`config.mk`:
```
export PLATFORM = sky130hd
export DESIGN_NAME = pil_unit
export DESIGN_NICKNAME = d
export VERILOG_FILES = /design/src/rtl/pil_latch_bit.v /design/src/rtl/pil_unit.v
export VERILOG_INCLUDE_DIRS = /design/src /design/src/rtl
export SDC_FILE = /design/constraint.sdc
export NUM_CORES = 1
export LEC_CHECK = 0
export BUFFER_PORTS_ARGS = -buffer_cell sky130_fd_sc_hd__clkbuf_2
export CORE_ASPECT_RATIO = 1.4
export CORE_MARGIN = 1.5
export CORE_UTILIZATION = 55
export CTS_BUF_LIST = sky130_fd_sc_hd__clkbuf_2 sky130_fd_sc_hd__clkbuf_4 sky130_fd_sc_hd__clkbuf_8
export DETAILED_ROUTE_END_ITERATION = 6
export PLACE_DENSITY = 0.79
export SLEW_MARGIN = 15
export SYNTH_ARGS = -nofsm -noshare
export SYNTH_HDL_FRONTEND = slang
export SYNTH_SLANG_ARGS = --single-unit
```
`constraint.sdc`:
```
create_clock -name clk_in -period 1.9 [get_ports clk_in]
set_input_delay 0.19 -clock clk_in [delete_from_list [all_inputs] [get_ports clk_in]]
set_output_delay 0.19 -clock clk_in [all_outputs]
set_load 0.01 [all_outputs]
```
`src/rtl/pil_map.vh`:
```
// Constants of the interrupt latch unit: special-function offsets,
// field positions, reset values and sequence timing.
// Assumes inclusion by bare name from the design files.
`ifndef PIL_MAP_VH
`define PIL_MAP_VH

// ----------------------------------------
// Special-function offsets
// ----------------------------------------
`define PIL_ADDR_LATCH_EXT  8'h2e
`define PIL_ADDR_LATCH_LOW  8'h3c
`define PIL_ADDR_LATCH_HIGH 8'h3d
`define PIL_ADDR_ENABLE_EXT 8'h2c
`define PIL_ADDR_ENABLE_LOW 8'h3a
`define PIL_ADDR_ENABLE_HI  8'h3b

// ----------------------------------------
// Field positions and reset values
// ----------------------------------------
`define PIL_IMF_BIT         0
`define PIL_SRC_FIRST       2
`define PIL_SRC_LAST        23
`define PIL_NMI_ATRAP       2
`define PIL_NMI_WDT         3
`define PIL_MASK_FIRST      4
`define PIL_IDX_CONV_DONE   15
`define PIL_IDX_HIGH_FIRST  16
`define PIL_LATCH_RST       22'h000000
`define PIL_ENABLE_RST      20'h00000
`define PIL_IMF_RST         1'b0
`define PIL_RDATA_RST       8'h00

// ----------------------------------------
// Vectors
// ----------------------------------------
`define PIL_VEC_RESET       16'hfffe
`define PIL_VEC_TRAP        16'hfffc
`define PIL_VEC_ATRAP       16'hfffa
`define PIL_VEC_WDT         16'hfff8
`define PIL_VEC_LOW_BASE    16'hfff6
`define PIL_VEC_HIGH_BASE   16'hffbe

// ----------------------------------------
// Acceptance sequence timing
// ----------------------------------------
`define PIL_MCYC_CLKS       4
`define PIL_ACC_MCYC        8
`define PIL_ACC_CLKS        (`PIL_ACC_MCYC * `PIL_MCYC_CLKS)
`define PIL_CNT_W           6

`endif

```
`src/rtl/pil_latch_bit.v`:
```
// One request latch: hardware set, software clear, acceptance clear.
// Assumes all inputs come from logic on clk_in.
`timescale 1ns/1ps
`default_nettype none

module pil_latch_bit #(
   parameter CLEAR_WINS = 0
) (
   // Clock and reset
   input  wire clk_in,
   input  wire rst_b_in,
   input  wire ce_in,
   // Control
   input  wire set_in,
   input  wire sw_clr_in,
   input  wire acc_clr_in,
   // State
   output reg  latch_out
);

   always @(posedge clk_in) begin
      if (!rst_b_in) begin
         latch_out <= 1'b0;
      end else if (ce_in) begin
         // Acceptance clear beats a new request only where allowed
         if (CLEAR_WINS != 0 && acc_clr_in) begin
            latch_out <= 1'b0;
         end else if (set_in) begin
            latch_out <= 1'b1;
         end else if (sw_clr_in || acc_clr_in) begin
            latch_out <= 1'b0;
         end
      end
   end

endmodule // pil_latch_bit

`default_nettype wire

```
`src/rtl/pil_unit.v`:
```
// Prioritized interrupt latch unit: request latches, enables, fixed
// priority selection, vector output and acceptance sequence.
// Assumes the CPU core and sources run on clk_in; pins are asynchronous.
//
// Function
// - Serve 24 sources beyond reset; four non-maskable, rest maskable.
// - A source request sets its latch, asking the CPU when enabled.
// - Simultaneous requests accepted in fixed order, priority 5 to 24.
// - Non-maskable sources share one level just below reset.
// - Maskable source needs master enable and its own enable flag.
// - First pin source also needs its separate pin enable.
// - Software and illegal-opcode traps have no latch, share FFFC; reset FFFE.
// - Address trap uses latch 2, FFFA; watchdog latch 3, FFF8; non-maskable.
// - Maskable source n uses latch n, enable n; vectors descend by two from FFF6 (4-15) and from FFBE (16-23).
// - Every source except the two traps has a request latch.
// - Accepted source latch clears at acceptance without software.
// - Reset forces every request latch to zero.
// - Latches at 2E, 3C, 3D; readable, individually cleared by writing zero.
// - A software write never sets a latch.
// - Converter-done latch may clear unserved when lower source is accepted.
// - Nested service works under fixed priority once master enable returns.
// - Acceptance stacks master enable, then clears it; return restores it.
// - Acceptance takes 8 machine cycles after the current instruction.
// - Master enable is bit 0 of enable word 3A, reset to zero.
// - Non-maskable sources are accepted regardless of any enable.
`timescale 1ns/1ps
`default_nettype none
`include "pil_map.vh"

module pil_unit (
   // Clock, reset, enable
   input  wire        clk_in,
   input  wire        rst_b_in,
   input  wire        ce_in,
   // Special-function access
   input  wire [7:0]  sfr_addr_in,
   input  wire        sfr_rd_in,
   input  wire        sfr_wr_in,
   input  wire [7:0]  sfr_wdata_in,
   output reg  [7:0]  sfr_rdata_out,
   // Request sources
   input  wire [23:2] src_req_in,
   input  wire [4:0]  ext_pin_in,
   input  wire        ext_pin0_enable_in,
   input  wire        software_trap_in,
   input  wire        illegal_opcode_trap_in,
   // CPU core
   input  wire        instr_done_in,
   input  wire        return_in,
   input  wire        return_imf_in,
   output wire        irq_req_out,
   output reg  [15:0] vector_out,
   output reg         imf_stacked_out,
   output wire        acc_busy_out,
   output wire        master_irq_enable_out
);

   // ----------------------------------------
   // Declarations
   // ----------------------------------------
   localparam [1:0] ST_IDLE = 2'b01;
   localparam [1:0] ST_SEQ  = 2'b10;
   localparam integer ACC_CLKS = `PIL_ACC_CLKS;

   reg  [1:0]              state_r;
   reg  [1:0]              state_nxt;
   reg  [`PIL_CNT_W-1:0]   cnt_r;
   reg                     master_irq_enable_r;
   reg  [23:4]             source_enable_flag_r;
   reg  [4:0]              pin_s1_r;
   reg  [4:0]              pin_s2_r;
   reg  [4:0]              pin_s3_r;
   wire [23:2]             request_latch;
   wire [23:2]             hw_set;
   wire [23:2]             sw_clr;
   wire [23:2]             acc_clr;
   wire [4:0]              pin_rise;
   wire [23:2]             eligible;
   wire                    accept;
   reg                     sel_any;
   reg                     sel_trap;
   reg  [4:0]              sel_idx;
   reg  [15:0]             sel_vec;
   integer                 i;

   // ----------------------------------------
   // Pin synchronisers and edge detect
   // ----------------------------------------
   always @(posedge clk_in) begin
      if (!rst_b_in) begin
         pin_s1_r <= 5'h00;
         pin_s2_r <= 5'h00;
         pin_s3_r <= 5'h00;
      end else if (ce_in) begin
         pin_s1_r <= ext_pin_in;
         pin_s2_r <= pin_s1_r;
         pin_s3_r <= pin_s2_r;
      end
   end

   assign pin_rise = pin_s2_r & ~pin_s3_r;

   // External pins land on latches 4, 6, 8, 12 and 23
   assign hw_set = src_req_in
                 | {pin_rise[4], 10'h000, pin_rise[3], 3'h0, pin_rise[2], 1'b0,
                    pin_rise[1], 1'b0, pin_rise[0], 2'h0};

   // ----------------------------------------
   // Latch clears
   // ----------------------------------------
   // Zero clears, one leaves the latch alone; no write can set
   assign sw_clr = !sfr_wr_in ? 22'h000000 :
                   (sfr_addr_in == `PIL_ADDR_LATCH_LOW)  ? {16'h0000, ~sfr_wdata_in[7:2]} :
                   (sfr_addr_in == `PIL_ADDR_LATCH_HIGH) ? {8'h00, ~sfr_wdata_in, 6'h00} :
                   (sfr_addr_in == `PIL_ADDR_LATCH_EXT)  ? {~sfr_wdata_in, 14'h0000} :
                   22'h000000;

   genvar g;
   generate
      for (g = `PIL_SRC_FIRST; g <= `PIL_SRC_LAST; g = g + 1) begin : gen_latch
         // Converter request landing while a lower source is taken is lost
         assign acc_clr[g] = accept && !sel_trap &&
                             ((sel_idx == g) ||
                              (g == `PIL_IDX_CONV_DONE && sel_idx > g && hw_set[g]));
         pil_latch_bit #(
            .CLEAR_WINS ((g == `PIL_IDX_CONV_DONE) ? 1 : 0)
         ) u_latch (
            .clk_in     (clk_in),
            .rst_b_in   (rst_b_in),
            .ce_in      (ce_in),
            .set_in     (hw_set[g]),
            .sw_clr_in  (sw_clr[g]),
            .acc_clr_in (acc_clr[g]),
            .latch_out  (request_latch[g])
         );
      end
   endgenerate

   // ----------------------------------------
   // Eligibility
   // ----------------------------------------
   // Non-maskable latches ignore every enable
   assign eligible[3:2] = request_latch[3:2];
   assign eligible[4] = request_latch[4] & master_irq_enable_r
                      & source_enable_flag_r[4] & ext_pin0_enable_in;
   assign eligible[23:5] = request_latch[23:5] & source_enable_flag_r[23:5]
                         & {19{master_irq_enable_r}};

   // ----------------------------------------
   // Priority selection
   // ----------------------------------------
   always @* begin
      sel_any  = 1'b0;
      sel_trap = 1'b0;
      sel_idx  = 5'h00;
      sel_vec  = `PIL_VEC_RESET;
      // Lowest index wins; loop runs downward so the last hit stays
      for (i = `PIL_SRC_LAST; i >= `PIL_MASK_FIRST; i = i - 1) begin
         if (eligible[i]) begin
            sel_any = 1'b1;
            sel_idx = i[4:0];
            if (i >= `PIL_IDX_HIGH_FIRST) begin
               sel_vec = `PIL_VEC_HIGH_BASE - {10'h000, i[4:0] - 5'h10, 1'b0};
            end else begin
               sel_vec = `PIL_VEC_LOW_BASE - {10'h000, i[4:0] - 5'h04, 1'b0};
            end
         end
      end
      // One shared level: fixed pick order among non-maskables, not a rank
      if (eligible[`PIL_NMI_WDT]) begin
         sel_any = 1'b1;
         sel_idx = 5'h03;
         sel_vec = `PIL_VEC_WDT;
      end
      if (eligible[`PIL_NMI_ATRAP]) begin
         sel_any = 1'b1;
         sel_idx = 5'h02;
         sel_vec = `PIL_VEC_ATRAP;
      end
      if (software_trap_in || illegal_opcode_trap_in) begin
         sel_any  = 1'b1;
         sel_trap = 1'b1;
         sel_idx  = 5'h00;
         sel_vec  = `PIL_VEC_TRAP;
      end
   end

   // ----------------------------------------
   // Acceptance sequence
   // ----------------------------------------
   // Taken only at an instruction boundary while idle
   assign accept       = ce_in && (state_r == ST_IDLE) && sel_any && instr_done_in;
   assign irq_req_out  = (state_r == ST_IDLE) && sel_any;
   assign acc_busy_out = (state_r == ST_SEQ);
   assign master_irq_enable_out = master_irq_enable_r;

   always @* begin
      state_nxt = state_r;
      case (state_r)
         ST_IDLE: begin
            if (accept) begin
               state_nxt = ST_SEQ;
            end
         end
         ST_SEQ: begin
            if (cnt_r == `PIL_CNT_W'd1) begin
               state_nxt = ST_IDLE;
            end
         end
         default: begin
            state_nxt = ST_IDLE;
         end
      endcase
   end

   always @(posedge clk_in) begin
      if (!rst_b_in) begin
         state_r <= ST_IDLE;
         cnt_r   <= {`PIL_CNT_W{1'b0}};
      end else if (ce_in) begin
         state_r <= state_nxt;
         if (accept) begin
            cnt_r <= ACC_CLKS[`PIL_CNT_W-1:0];
         end else if (cnt_r != {`PIL_CNT_W{1'b0}}) begin
            cnt_r <= cnt_r - `PIL_CNT_W'd1;
         end
      end
   end

   // Vector follows the best request until one is taken, then holds
   always @(posedge clk_in) begin
      if (!rst_b_in) begin
         vector_out <= `PIL_VEC_RESET;
      end else if (ce_in && state_r == ST_IDLE) begin
         vector_out <= sel_vec;
      end
   end

   // ----------------------------------------
   // Master enable and per-source enables
   // ----------------------------------------
   always @(posedge clk_in) begin
      if (!rst_b_in) begin
         master_irq_enable_r  <= `PIL_IMF_RST;
         source_enable_flag_r <= `PIL_ENABLE_RST;
         imf_stacked_out      <= 1'b0;
      end else if (ce_in) begin
         if (sfr_wr_in && sfr_addr_in == `PIL_ADDR_ENABLE_LOW) begin
            source_enable_flag_r[7:4] <= sfr_wdata_in[7:4];
         end
         if (sfr_wr_in && sfr_addr_in == `PIL_ADDR_ENABLE_HI) begin
            source_enable_flag_r[15:8] <= sfr_wdata_in;
         end
         if (sfr_wr_in && sfr_addr_in == `PIL_ADDR_ENABLE_EXT) begin
            source_enable_flag_r[23:16] <= sfr_wdata_in;
         end
         // Acceptance beats a simultaneous software set of the master enable
         if (accept) begin
            imf_stacked_out     <= master_irq_enable_r;
            master_irq_enable_r <= 1'b0;
         end else if (return_in) begin
            master_irq_enable_r <= return_imf_in;
         end else if (sfr_wr_in && sfr_addr_in == `PIL_ADDR_ENABLE_LOW) begin
            master_irq_enable_r <= sfr_wdata_in[`PIL_IMF_BIT];
         end
      end
   end

   // ----------------------------------------
   // Read port
   // ----------------------------------------
   // Unmapped locations read as zero
   always @(posedge clk_in) begin
      if (!rst_b_in) begin
         sfr_rdata_out <= `PIL_RDATA_RST;
      end else if (ce_in && sfr_rd_in) begin
         case (sfr_addr_in)
            `PIL_ADDR_LATCH_LOW:  sfr_rdata_out <= {request_latch[7:2], 2'b00};
            `PIL_ADDR_LATCH_HIGH: sfr_rdata_out <= request_latch[15:8];
            `PIL_ADDR_LATCH_EXT:  sfr_rdata_out <= request_latch[23:16];
            `PIL_ADDR_ENABLE_LOW: sfr_rdata_out <= {source_enable_flag_r[7:4], 3'b000,
                                                    master_irq_enable_r};
            `PIL_ADDR_ENABLE_HI:  sfr_rdata_out <= source_enable_flag_r[15:8];
            `PIL_ADDR_ENABLE_EXT: sfr_rdata_out <= source_enable_flag_r[23:16];
            default:              sfr_rdata_out <= `PIL_RDATA_RST;
         endcase
      end
   end

endmodule // pil_unit

`default_nettype wire

```
==> results of run 1 <==
## worst paths after layout
kind,end,slack (ps),cells past startpoint
max,gen_latch[16].u_latch.latch_out,-160,7
min reg2reg,vector_out[2],490,2
min,pin_s1_r[3],70,3
max reg2reg,gen_latch[16].u_latch.latch_out,-160,7
## state kept, by name (all words and copies together), names as in the netlist
| signal | flops |
|---|---|
| cnt_r | 6 |
| gen_latch.u_latch.latch_out | 22 |
| imf_stacked_out | 1 |
| master_irq_enable_out | 1 |
| pin_s1_r | 5 |
| pin_s2_r | 5 |
| pin_s3_r | 5 |
| sfr_rdata_out | 8 |
| source_enable_flag_r | 20 |
| state_r | 2 |
| vector_out | 5 |
## cells in the mapped netlist (all sizes together) (2+ instances only)
master / count
o211ai: 5
o22ai: 2
nor4: 11
a221oi: 4
a22oi: 17
a21oi: 36
inv: 11
or2: 4
nor2b: 4
mux2: 14
a2bb2oi: 3
a31oi: 12
and3: 2
o21a: 11
ha: 2
nand3: 11
or3: 3
dfxtp: 80
nor3: 6
nor3b: 6
mux2i: 42
nand2b: 9
a2111oi: 2
xnor2: 4
conb: 2
nand4: 3
a22o: 6
a211oi: 2
a32o: 2
a21boi: 3
o21ai: 35
nor2: 61
o311a: 2
a311oi: 2
a21o: 3
nand3b: 2
buf: 26
a222oi: 4
clkbuf: 11
o31ai: 2
and2: 7
nand2: 40
## where the power goes
part           switching [uW]  total [uW]  internal [uW]
logic                     590        1100            506
registers                 119        1930           1810
clock network             670        1330            657
## routing by layer
metal	track usage, %	part of all wire [%]	up-vias
li1	-	-	2281
met1	44.1	36	2391
met2	66.7	50	337
met3	7.82	7.5	90
met4	22.6	6.9	0
met5	0	0	-
## cell families after synthesis
family	Yosys count	synth area share, %
and+or+nand+nor	174	20.2
AOI/OAI and AO/OA	162	25.2
DFF	80	35.1
muxes	56	12.7
buffers and inverters	48	5.20
xor gates and xnor gates	5	0.959
adders and majority gates	2	0.548
other	2	0.164
## critical path: stages (launching register included)
cell and delay (ps):
dfxtp_2 340, a22oi_2 340, a41o_1 260, nor3b_4 230, nor3b_4 280, buf_6 140
o311a_1 240, a31oi_1 100
## through the flow
step	instance area [um2]	TNS (ps)	instances
6_report	6370	-1990	808
5_1_grt	6370	-3260	808
4_1_cts	6160	-496	804
3_5_place_dp	5660	-3040	775
3_3_place_gp	5660	-2920	775
2_1_floorplan	4600	0	538
## repair_timing
action | in CTS | in global routing
endpoints found under the hold margin | 0 | 0
pin swaps | 20 | 13
endpoints found under the setup margin | 28 | 28
resized for setup | 48 | 41
gates cloned | 0 | 0
buffers inserted | 13 | 4
## layout make-up
class / count / area (um2)
inverters: 11 / 45.0
multi-input cells: 410 / 3050
clock buffers: 11 / 145
well taps: 102 / 128
flip-flops and latches: 80 / 1620
fillers: 597 / 1730
clock inverters: 5 / 56.3
repair buffers: 189 / 1320
==> impl.org, run 1 <==
** Status
- Outcome :: finished with violations
- The final reports fail on negative setup slack.

** Final layout
- In the layout the commonest cells are buf_4, clkbuf_2, dfxtp_1, nor2_1, mux2i_1.
- 0 antenna diodes ended up in the layout.
- Cells fill 78.6% of the core in the end.
- The net count of the finished layout is 757.
- Commonest non-fill, non-tap cell in the layout :: buf_4
- Of the cells placed in the final design, the portion with a size suffix greater than 1 is between 40% and 50%.
- Area growth from synthesis to layout :: 39.4%

** Global route
- First-pass GRT wire length :: 26.3 mm
- The via count of the first global-routing pass is between 5k and 6k.
- Entering global routing, the biggest net connects 41 pins.
- GRT Util Overall :: 39.1%
- Number of antenna violations at the first check in global routing :: 0
- The total overflow left after global routing is 0.

** Hold path
- Worst hold path type :: in -> reg
- Source of the worst hold timing path :: ext_pin_in[3]

** Placed design
- Half-perimeter wire length after detailed placement :: 12.8 mm
- Port buffer count :: 70
- Post-placement setup slack :: -210 ps
- RePlAce Congestion :: 1.06

** Yosys
- EDFF count, synth :: 0
- After synthesis, the mean cell area works out to 8.64 um2.
- Synthesis inferred 80 register bits.
- Summed instance area of the synthesized netlist :: between 4000 and 5000 um2
- After synthesis, the share of flip-flops with an asynchronous set or reset is 0%.
- dfxtp_1 takes more of the synthesized area than any other cell.
- Leading post-synthesis cells by cell area :: dfxtp_1, mux2i_1, nor2_1, a21oi_1, o21ai_0
- Synthesis handed over a netlist of around 530 instances.
- Fraction of post-synthesis cell area in the top cell type by area :: 35.1%
- Counting distinct cell types in the post-synthesis netlist gives 77.
- Dominant synthesized flop cell :: dfxtp_1
- The share of the Yosys chip area taken by registers is 35.1%.
- Yosys synthesis warning count :: 0

** STA
- Transition at the pin with the smallest max-transition slack :: 534 ps
- Highest attainable clock frequency :: 485 MHz
- The max-slew violation count is 0.
- Unrepaired setup endpoints after global routing :: true
- The final-report hold violation count came to 0.
- Tcrit/Tclk final :: 109%
- Hold Slack :: about 70 ps
- Setup violations remaining at the end of the flow were counted as 25.
- Rel. slew slack :: 64.2%
- Minimum clock period after layout :: 2060 ps
- Across all setup checks in the final design, the least slack found is -164 ps.
- On the final layout, the worst clock skew is roughly 17 ps.

** Route
- After detailed routing, the total wire length is 17.5 mm.
- In the final routed layout, each cell accounts on average for 21.7 um.
- In the routed layout, each cell is associated on average with a via count of 6.31.
- For this run, design rule violations remaining after detail routing come to 0.
- Total iterations of the first detailed-routing run :: 7
- Total via count after detailed routing :: around 5k
- ANT nets after route :: 0
- The detailed router finished its first iteration with approximately 570 violations.

** Floorplanning
- Number of top-level pins :: 82
- The core region is 8100 um2.
- Die area :: between 8000 and 9000 um2
- Measured along the y axis, the die boundary spans 111 um.
- Row generation in the floorplan step produced 39 rows.
- Once the floorplan was initialized, standard cells occupied around 56% of the core.
- From left edge to right edge, the die measures 80.0 um.

** Clock tree
- Number of buffers created by CTS :: 9
- Clock latency on the worst-skew pair :: 370 ps
- TritonCTS built the clock tree.
- Clock Tree Root :: clkbuf_8
- Sinks on the clock net :: 80
- The H-tree was split into 3 levels.
- Worst-case clock buffer depth :: 2
- Clock-pin slew was measured on the worst setup and hold paths at 90 ps.
- For this design, the CTS-stage hold fixing added 0 buffers.

** Pwr
- In this run the power density over the cells is a little under 700 nW/um2.
- For this design the static power due to leakage is 0.00272 uW.
- The completed layout was analyzed and its total power is 4350 uW.
- The worst-case IR drop observed on VDD is 751 uV.

** Worst setup path
- Startpoint-to-endpoint class of the critical path :: reg -> reg
- CP Max Fanout :: 4
- The worst setup path is captured at a register.
- The critical path starts at source_enable_flag_r[15].
- The startpoint identified for the worst register-to-register timing path is source_enable_flag_r[15].
- Arrival time at the worst endpoint :: roughly 2300 ps
- STA puts the critical path data required time at 2130 ps.
- Critical path startpoint category :: register

** Flow run
- Across the run, the number of max-cap violations was 0.
(Power assumes the default switching activity.)
==> run 2: changes to the inputs <==
Settings changed: REMOVE_ABC_BUFFERS set to 1.
==> run 2 against run 1 <==
  * Clock-buffer cell count fell by 1
  * Sequential power hardly changed
  * Worst setup slack improved by 53 ps
  * The flow still finishes with violations (negative setup slack)
  * Design area is 2.6% lower
==> impl.org, run 2 (same netlist as run 1, synthesis figures left out) <==
** Status
- Outcome :: finished with violations
- The final reports fail on negative setup slack.

** Final layout
- Area of all placed cells without fillers :: 6200 um2
- Most frequent cells in the layout :: buf_4, clkbuf_2, dfxtp_1, nor2_1, mux2i_1
- For this run, the post-layout net count is 743.
- Share of cells above drive strength 1 :: 39.9%
- ANT cells :: 0
- Area used by sequential logic in the layout :: between 1500 and 2000 um2
- Largest register FFs :: 22
- After filler insertion, the fill cell instance count of the layout stands at 607.
- Multi-input logic area :: between 2000 and 3000 um2
- The library cell used most frequently in the layout, excluding fill and tap cells, is buf_4.
- Top flop regs :: gen_latch.u_latch.latch_out (22), source_enable_flag_r (20), sfr_rdata_out (8)
- Biggest register :: gen_latch.u_latch.latch_out
- Cells fill approximately three quarters of the core in the end.
- Compared with the post-synthesis result, the final layout area differs by 35.8%.
- Final cell count without fillers :: 794

** Route
- Post-detailed-route DRC marker count :: 0
- The detailed router placed 4,983 vias in this run.
- After detailed routing, the average wire length per cell comes to 20.6 um.
- Routed vias/inst :: around 6.3
- The first routing iteration left 448 violations.
- After detailed routing, the total wire length is 16.4 mm.
- ANT nets after route :: 0
- The first detailed-routing pass ran for 6 iterations.

** Worst setup path
- The signal on the critical path passes through a22oi_2, a41o_1, nor3b_4, buf_6, a21oi_2, clkbuf_2.
- At the worst endpoint, the arrival time is 1820 ps.
- Critical path startpoint category :: register
- STA classifies the critical path endpoint as an output pin.
- Startpoint-to-endpoint class of the critical path :: reg -> out
- Category of cells accounting for the largest share of critical-path delay :: compound AO/OA/AOI/OAI gates
- Bufs and invs on worst path :: 2
- At the worst endpoint, the required time is roughly 1700 ps.
- Along the worst path, the maximum fanout reaches 3.
- The largest single stage delay on the critical path is 340 ps.
- The slowest stage of the critical path is the dfxtp_2 cell.

** STA
- Unrepaired setup endpoints after global routing :: true
- Across the routed clock network, the largest skew measured is 7.95 ps.
- The tightest hold path in the finished design has a slack of 50.8 ps.
- Highest attainable clock frequency :: roughly 500 MHz
- Tcrit/Tclk final :: 106%
- Minimum clock period after layout :: just over 2000 ps
- Setup violations remaining at the end of the flow were counted as 18.
- The max-slew violation count was 0.
- Adding up every negative setup slack in the final design gives -1080 ps.
- Final hold violation count :: 0
- Final Worst Setup Slack :: -111 ps

** Clock tree
- Counting along the longest clock path gives a buffer depth of 2.
- Clock Tree Root :: clkbuf_8
- Clk slew on worst S/H paths :: 90 ps
- CTS Hold Bufs :: 0
- Maximum level of the CTS H-tree :: 3
- The clock drives 80 sinks.
- Clock latency on the worst-skew pair, taken at its later pin, is approximately 370 ps.
- Number of buffers created by CTS :: 9
- CTS tree :: built

** Floorplanning
- Starting Density :: between 50% and 60%
- The floorplan step set the die height to 111 um.
- After floorplanning, the core was divided into 39 placement rows.
- Die area :: 8870 um2
- Core ar. :: 8100 um2
- In this run the count of I/O pins placed on the die edge is 82.
- Die outline width :: 80.0 um

** Pwr
- Peak ir drop on the vdd network :: 845 uV
- In this run the power density over the cells is 748 nW/um2.
- The analysis attributes to cell leakage a power of 0.00264 uW.

** Placed design
- Cell Area, Placed :: 5640 um2
- Half-perimeter wire length after detailed placement :: about 12 mm
- The congestion estimate from routability-driven global placement came to 1.00.
- Port buffer count :: 70
- # placed instances :: approximately 770

** Global route
- The via count of the first global-routing pass is 4,924.
- Global routing finished with a remaining overflow of 0.
- Entering global routing, the biggest net connects 39 pins.
- Number of antenna violations at the first check in global routing :: 0
- The first global-routing pass estimated about 25 mm of wire.
- Global routing consumed, over all layers together, roughly 37% of the routing resources.

** Hold path
- The tightest min-delay check is of the in -> reg type.

** Flow run
- Across the run, the number of max-cap violations was 0.
-- run 2: cell types whose count changed in the layout (fill, tap and decap cells not counted), sizes merged --
cell,delta
clkinv,-2
buf,-15
bufinv,+2
inv,+1
-- run 2: worst reg2reg max path, stage by stage, from the launching register on --
cell and delay [ps]:
dfxtp_2 370, clkinvlp_4 210, a2111oi_2 430, o2111a_1 270
or2_4 170, buf_4 120, nand3_1 50, o31a_1 290
-- run 2: cell type report --
| type | instances | area share (%) |
|---|---|---|
| Clock buffer | 10 | 2.22 |
| Inverter | 11 | 0.726 |
| Clock inverter | 6 | 1.86 |
| Multi-Input combinational cell | 410 | 48.1 |
| Tap cell | 102 | 2.06 |
| Sequential cell | 80 | 26.1 |
| Timing Repair Buffer | 175 | 19.0 |
-- run 2: repair_timing --
item	in CTS	in global routing
buffers inserted	3	3
resized for setup	30	32
pin swaps	17	21
endpoints found under the setup margin	20	29
-- run 2: path summary, 6_finish.rpt --
check | depth (start not counted) | start | to | slack, ps
hold / removal | 3 | ext_pin_in[3] | pin_s1_r[3] | 50
setup / recovery | 6 | gen_latch[15].u_latch.latch_out | irq_req_out | -110
hold reg to reg | 2 | vector_out[2] | vector_out[2] | 470
setup reg to reg | 7 | master_irq_enable_out | gen_latch[12].u_latch.latch_out | -100
-- run 2: where the power goes --
part / total, uW / internal, uW / switching [uW] / leakage [uW]
combinational: 1110 / 504 / 609 / 0.00186
clock: 1600 / 915 / 682 / 0.000123
sequential: 1930 / 1810 / 119 / 0.000660
total: 4640 / 3230 / 1410 / 0.00264
-- run 2: metal layers --
metal | GRT usage, % | vias up | wire length (um)
met3 | 6.26 | 75 | 1100
met1 | 43.1 | 2365 | 6140
li1 | - | 2258 | -
met4 | 21.3 | 0 | 998
met2 | 63.2 | 285 | 8130
met5 | 0 | - | 0
-- run 2: per-stage QoR --
| stage | power, uW | setup WS [ps] |
|---|---|---|
| after CTS | 4500 | -68.3 |
| final | 4640 | -111 |
| after global placement | 2880 | -208 |
| after detailed placement | 2930 | -196 |
| after global routing | 4810 | -183 |
| after floorplan | 2480 | -153 |
==> run 3: changes to the inputs <==
Settings changed: CELL_PAD_IN_SITES_DETAIL_PLACEMENT set to 0, CELL_PAD_IN_SITES_GLOBAL_PLACEMENT set to 1, CORE_UTILIZATION 55 to 43, PLACE_DENSITY 0.79 to not set, PLACE_DENSITY_LB_ADDON set to 0.1.
==> run 3 against run 2 <==
  * The flow still finishes with violations (negative setup slack)
  * Wire length up 0.48%
  * Hold slack improved by 2.0 ps
  * Non-clock buffer count is 3 higher
  * Power increased by 1.5%
  * Largest cell class unchanged
==> impl.org, run 3 (same netlist as run 1, synthesis figures left out) <==
** Pwr
- Peak ir drop on the vdd network :: 652 uV
- Summed over all cells, the static leakage comes to 0.00272 uW.
- In this run the power density over the cells is about 730 nW/um2.

** Final layout
- Largest register FFs :: 22
- The top cell types in the final layout, fill and taps aside, are buf_4, clkbuf_2, dfxtp_1, nor2_1, mux2i_1.
- Leaving out fill and tap cells, the most frequent cell in the layout is buf_4.
- In the final layout, the registers with the most flip-flops are gen_latch.u_latch.latch_out (22), source_enable_flag_r (20), sfr_rdata_out (8).
- Layout net count :: roughly 750
- With fillers left out, the area of the finished cells amounts to 6460 um2.
- The number of antenna diodes in the final layout is 0.
- Ranked by flip-flop count, first place goes to gen_latch.u_latch.latch_out.
- Cells with a size suffix above 1 make up 43.2% of the layout.
- Final design utilization :: between 60% and 70%
- Area growth from synthesis to layout :: 41.4%

** Route
- Routed vias/inst :: 5.70
- Total iterations of the first detailed-routing run :: 6
- Post-detailed-route DRC marker count :: 0
- Avg WL per Cell :: slightly below 20 um
- DR iter-0 viols :: 255
- ANT nets after route :: 0
- The routed design has 16.4 mm of wire.
- Summing over every cut layer, the via total after detailed routing is roughly 4.7k.

** Worst setup path
- For the worst setup path, the data required time is about 1700 ps.
- By startpoint and endpoint, the worst setup path is classified as reg -> out.
- CP Max Fanout :: 3
- Critical path startpoint category :: register
- At the worst endpoint, the arrival time is 1820 ps.
- STA classifies the critical path endpoint as an output pin.

** STA
- For this run, the top clock speed supported by timing is around 500 MHz.
- Final number of setup-violating endpoints :: 17
- Unrepaired setup endpoints after global routing :: true
- Rel. slew slack :: 63.5%
- Across all setup checks in the final design, the least slack found is -114 ps.
- Minimum clock period after layout :: 2010 ps
- Tcrit/Tclk final :: 106%
- Number of slew-limit violations in the final report :: 0
- For the pin with the worst max-slew slack, the measured transition is 544 ps.
- The final-report hold violation count is 0.
- Final setup skew :: 9.29 ps

** Status
- The checks that failed: negative setup slack.
- Outcome :: finished with violations

** Clock tree
- The root buffer cell chosen for the clock tree is clkbuf_8.
- Worst-case clock buffer depth :: 2
- For the worst-skew pair, the clock arrives at the later sink with an insertion delay of 370 ps.
- Maximum level of the CTS H-tree :: 3
- Sinks on the clock net :: 80
- After clock tree synthesis, the clock-pin slew on the worst setup and hold paths is 90 ps.
- Clock tree synthesis inserted a total of 9 buffers.
- TritonCTS built the clock tree.

** Floorplanning
- Core ar. :: 10,300 um2
- For this configuration, the core starts out at a cell density of 44.1%.
- Cell row count :: 44
- The die is 90.1 um wide.
- The floorplan step defined a die boundary enclosing ~11,000 um2.
- Die extent in y :: 125 um
- Number of top-level pins :: 82

** Hold path
- Worst hold path type :: in -> reg

** Placed design
- At the end of routability-driven placement, the weighted congestion stood at 0.984.
- Port buffer count :: 70
- Cell Area, Placed :: 5710 um2
- Half-perimeter wire length after detailed placement :: 12.3 mm

** Global route
- Number of antenna violations at the first check in global routing :: 0
- GRT Util Overall :: 28.8%
- Vias in the first global route :: 4,741
- Total overflow reported by the global router :: 0
- Largest net degree at the start of global routing :: 51
- The first global-routing pass estimated between 20 and 30 mm of wire.

** Flow run
- Max-cap violations in this run came to 0.
[run 3: worst max-delay path: stages (launching register included)]
cell	delay [ps]
dfxtp_2	330
a22oi_2	320
a41o_1	270
nor3b_4	230
buf_6	130
a21oi_2	40
clkbuf_2	120
[run 3: path summary, 6_finish.rpt]
| kind | from | end | slack (ps) | cells after the start |
|---|---|---|---|---|
| worst max register to register | gen_latch[19].u_latch.latch_out | gen_latch[12].u_latch.latch_out | -80 | 7 |
| worst min register to register | vector_out[2] | vector_out[2] | 490 | 2 |
| worst min-delay path | ext_pin_in[0] | pin_s1_r[0] | 50 | 3 |
| worst max-delay path | source_enable_flag_r[11] | irq_req_out | -110 | 6 |
[run 3: per-stage QoR]
stage	worst slack, ps	hold slack [ps]	std cells	TNS (ps)	total power [uW]
after global placement	-265	428	810	-2480	2890
after detailed placement	-225	433	810	-2340	2920
final	-114	52.8	833	-989	4710
after CTS	-83.6	49.0	829	-435	4670
after floorplan	-153	252	501	-628	2480
after global routing	-153	53.0	833	-2370	4940
[run 3: per-layer routing]
metal | vias to the layer above | track usage [%] | part of all wire, %
li1 | 2261 | - | -
met1 | 2243 | 33.2 | 40
met2 | 191 | 51.2 | 51
met3 | 50 | 4.56 | 4.9
met4 | 0 | 14.2 | 4.0
met5 | - | 0 | 0
[run 3: final cells by class]
cell class	count	area (um2)
inverters	11	41.3
flip-flops and latches	80	1630
clock buffers	10	138
fillers	949	3890
repair buffers	178	1250
well taps	138	173
multi-input cells	410	3090
clock inverters	6	138
[run 3: report_power, final]
part	switching, uW	leakage (uW)	internal, uW
Sequential	119	0.000664	1810
Clock	685	0.000137	1050
Combinational	552	0.00192	495
[run 3: what timing repair did]
item / CTS / global route
pin swaps: 21 / 24
endpoints found under the setup margin: 26 / 27
buffers inserted: 3 / 5
hold endpoints to repair: 0 / 0
hold buffers: 0 / 0
resized for setup: 48 / 49
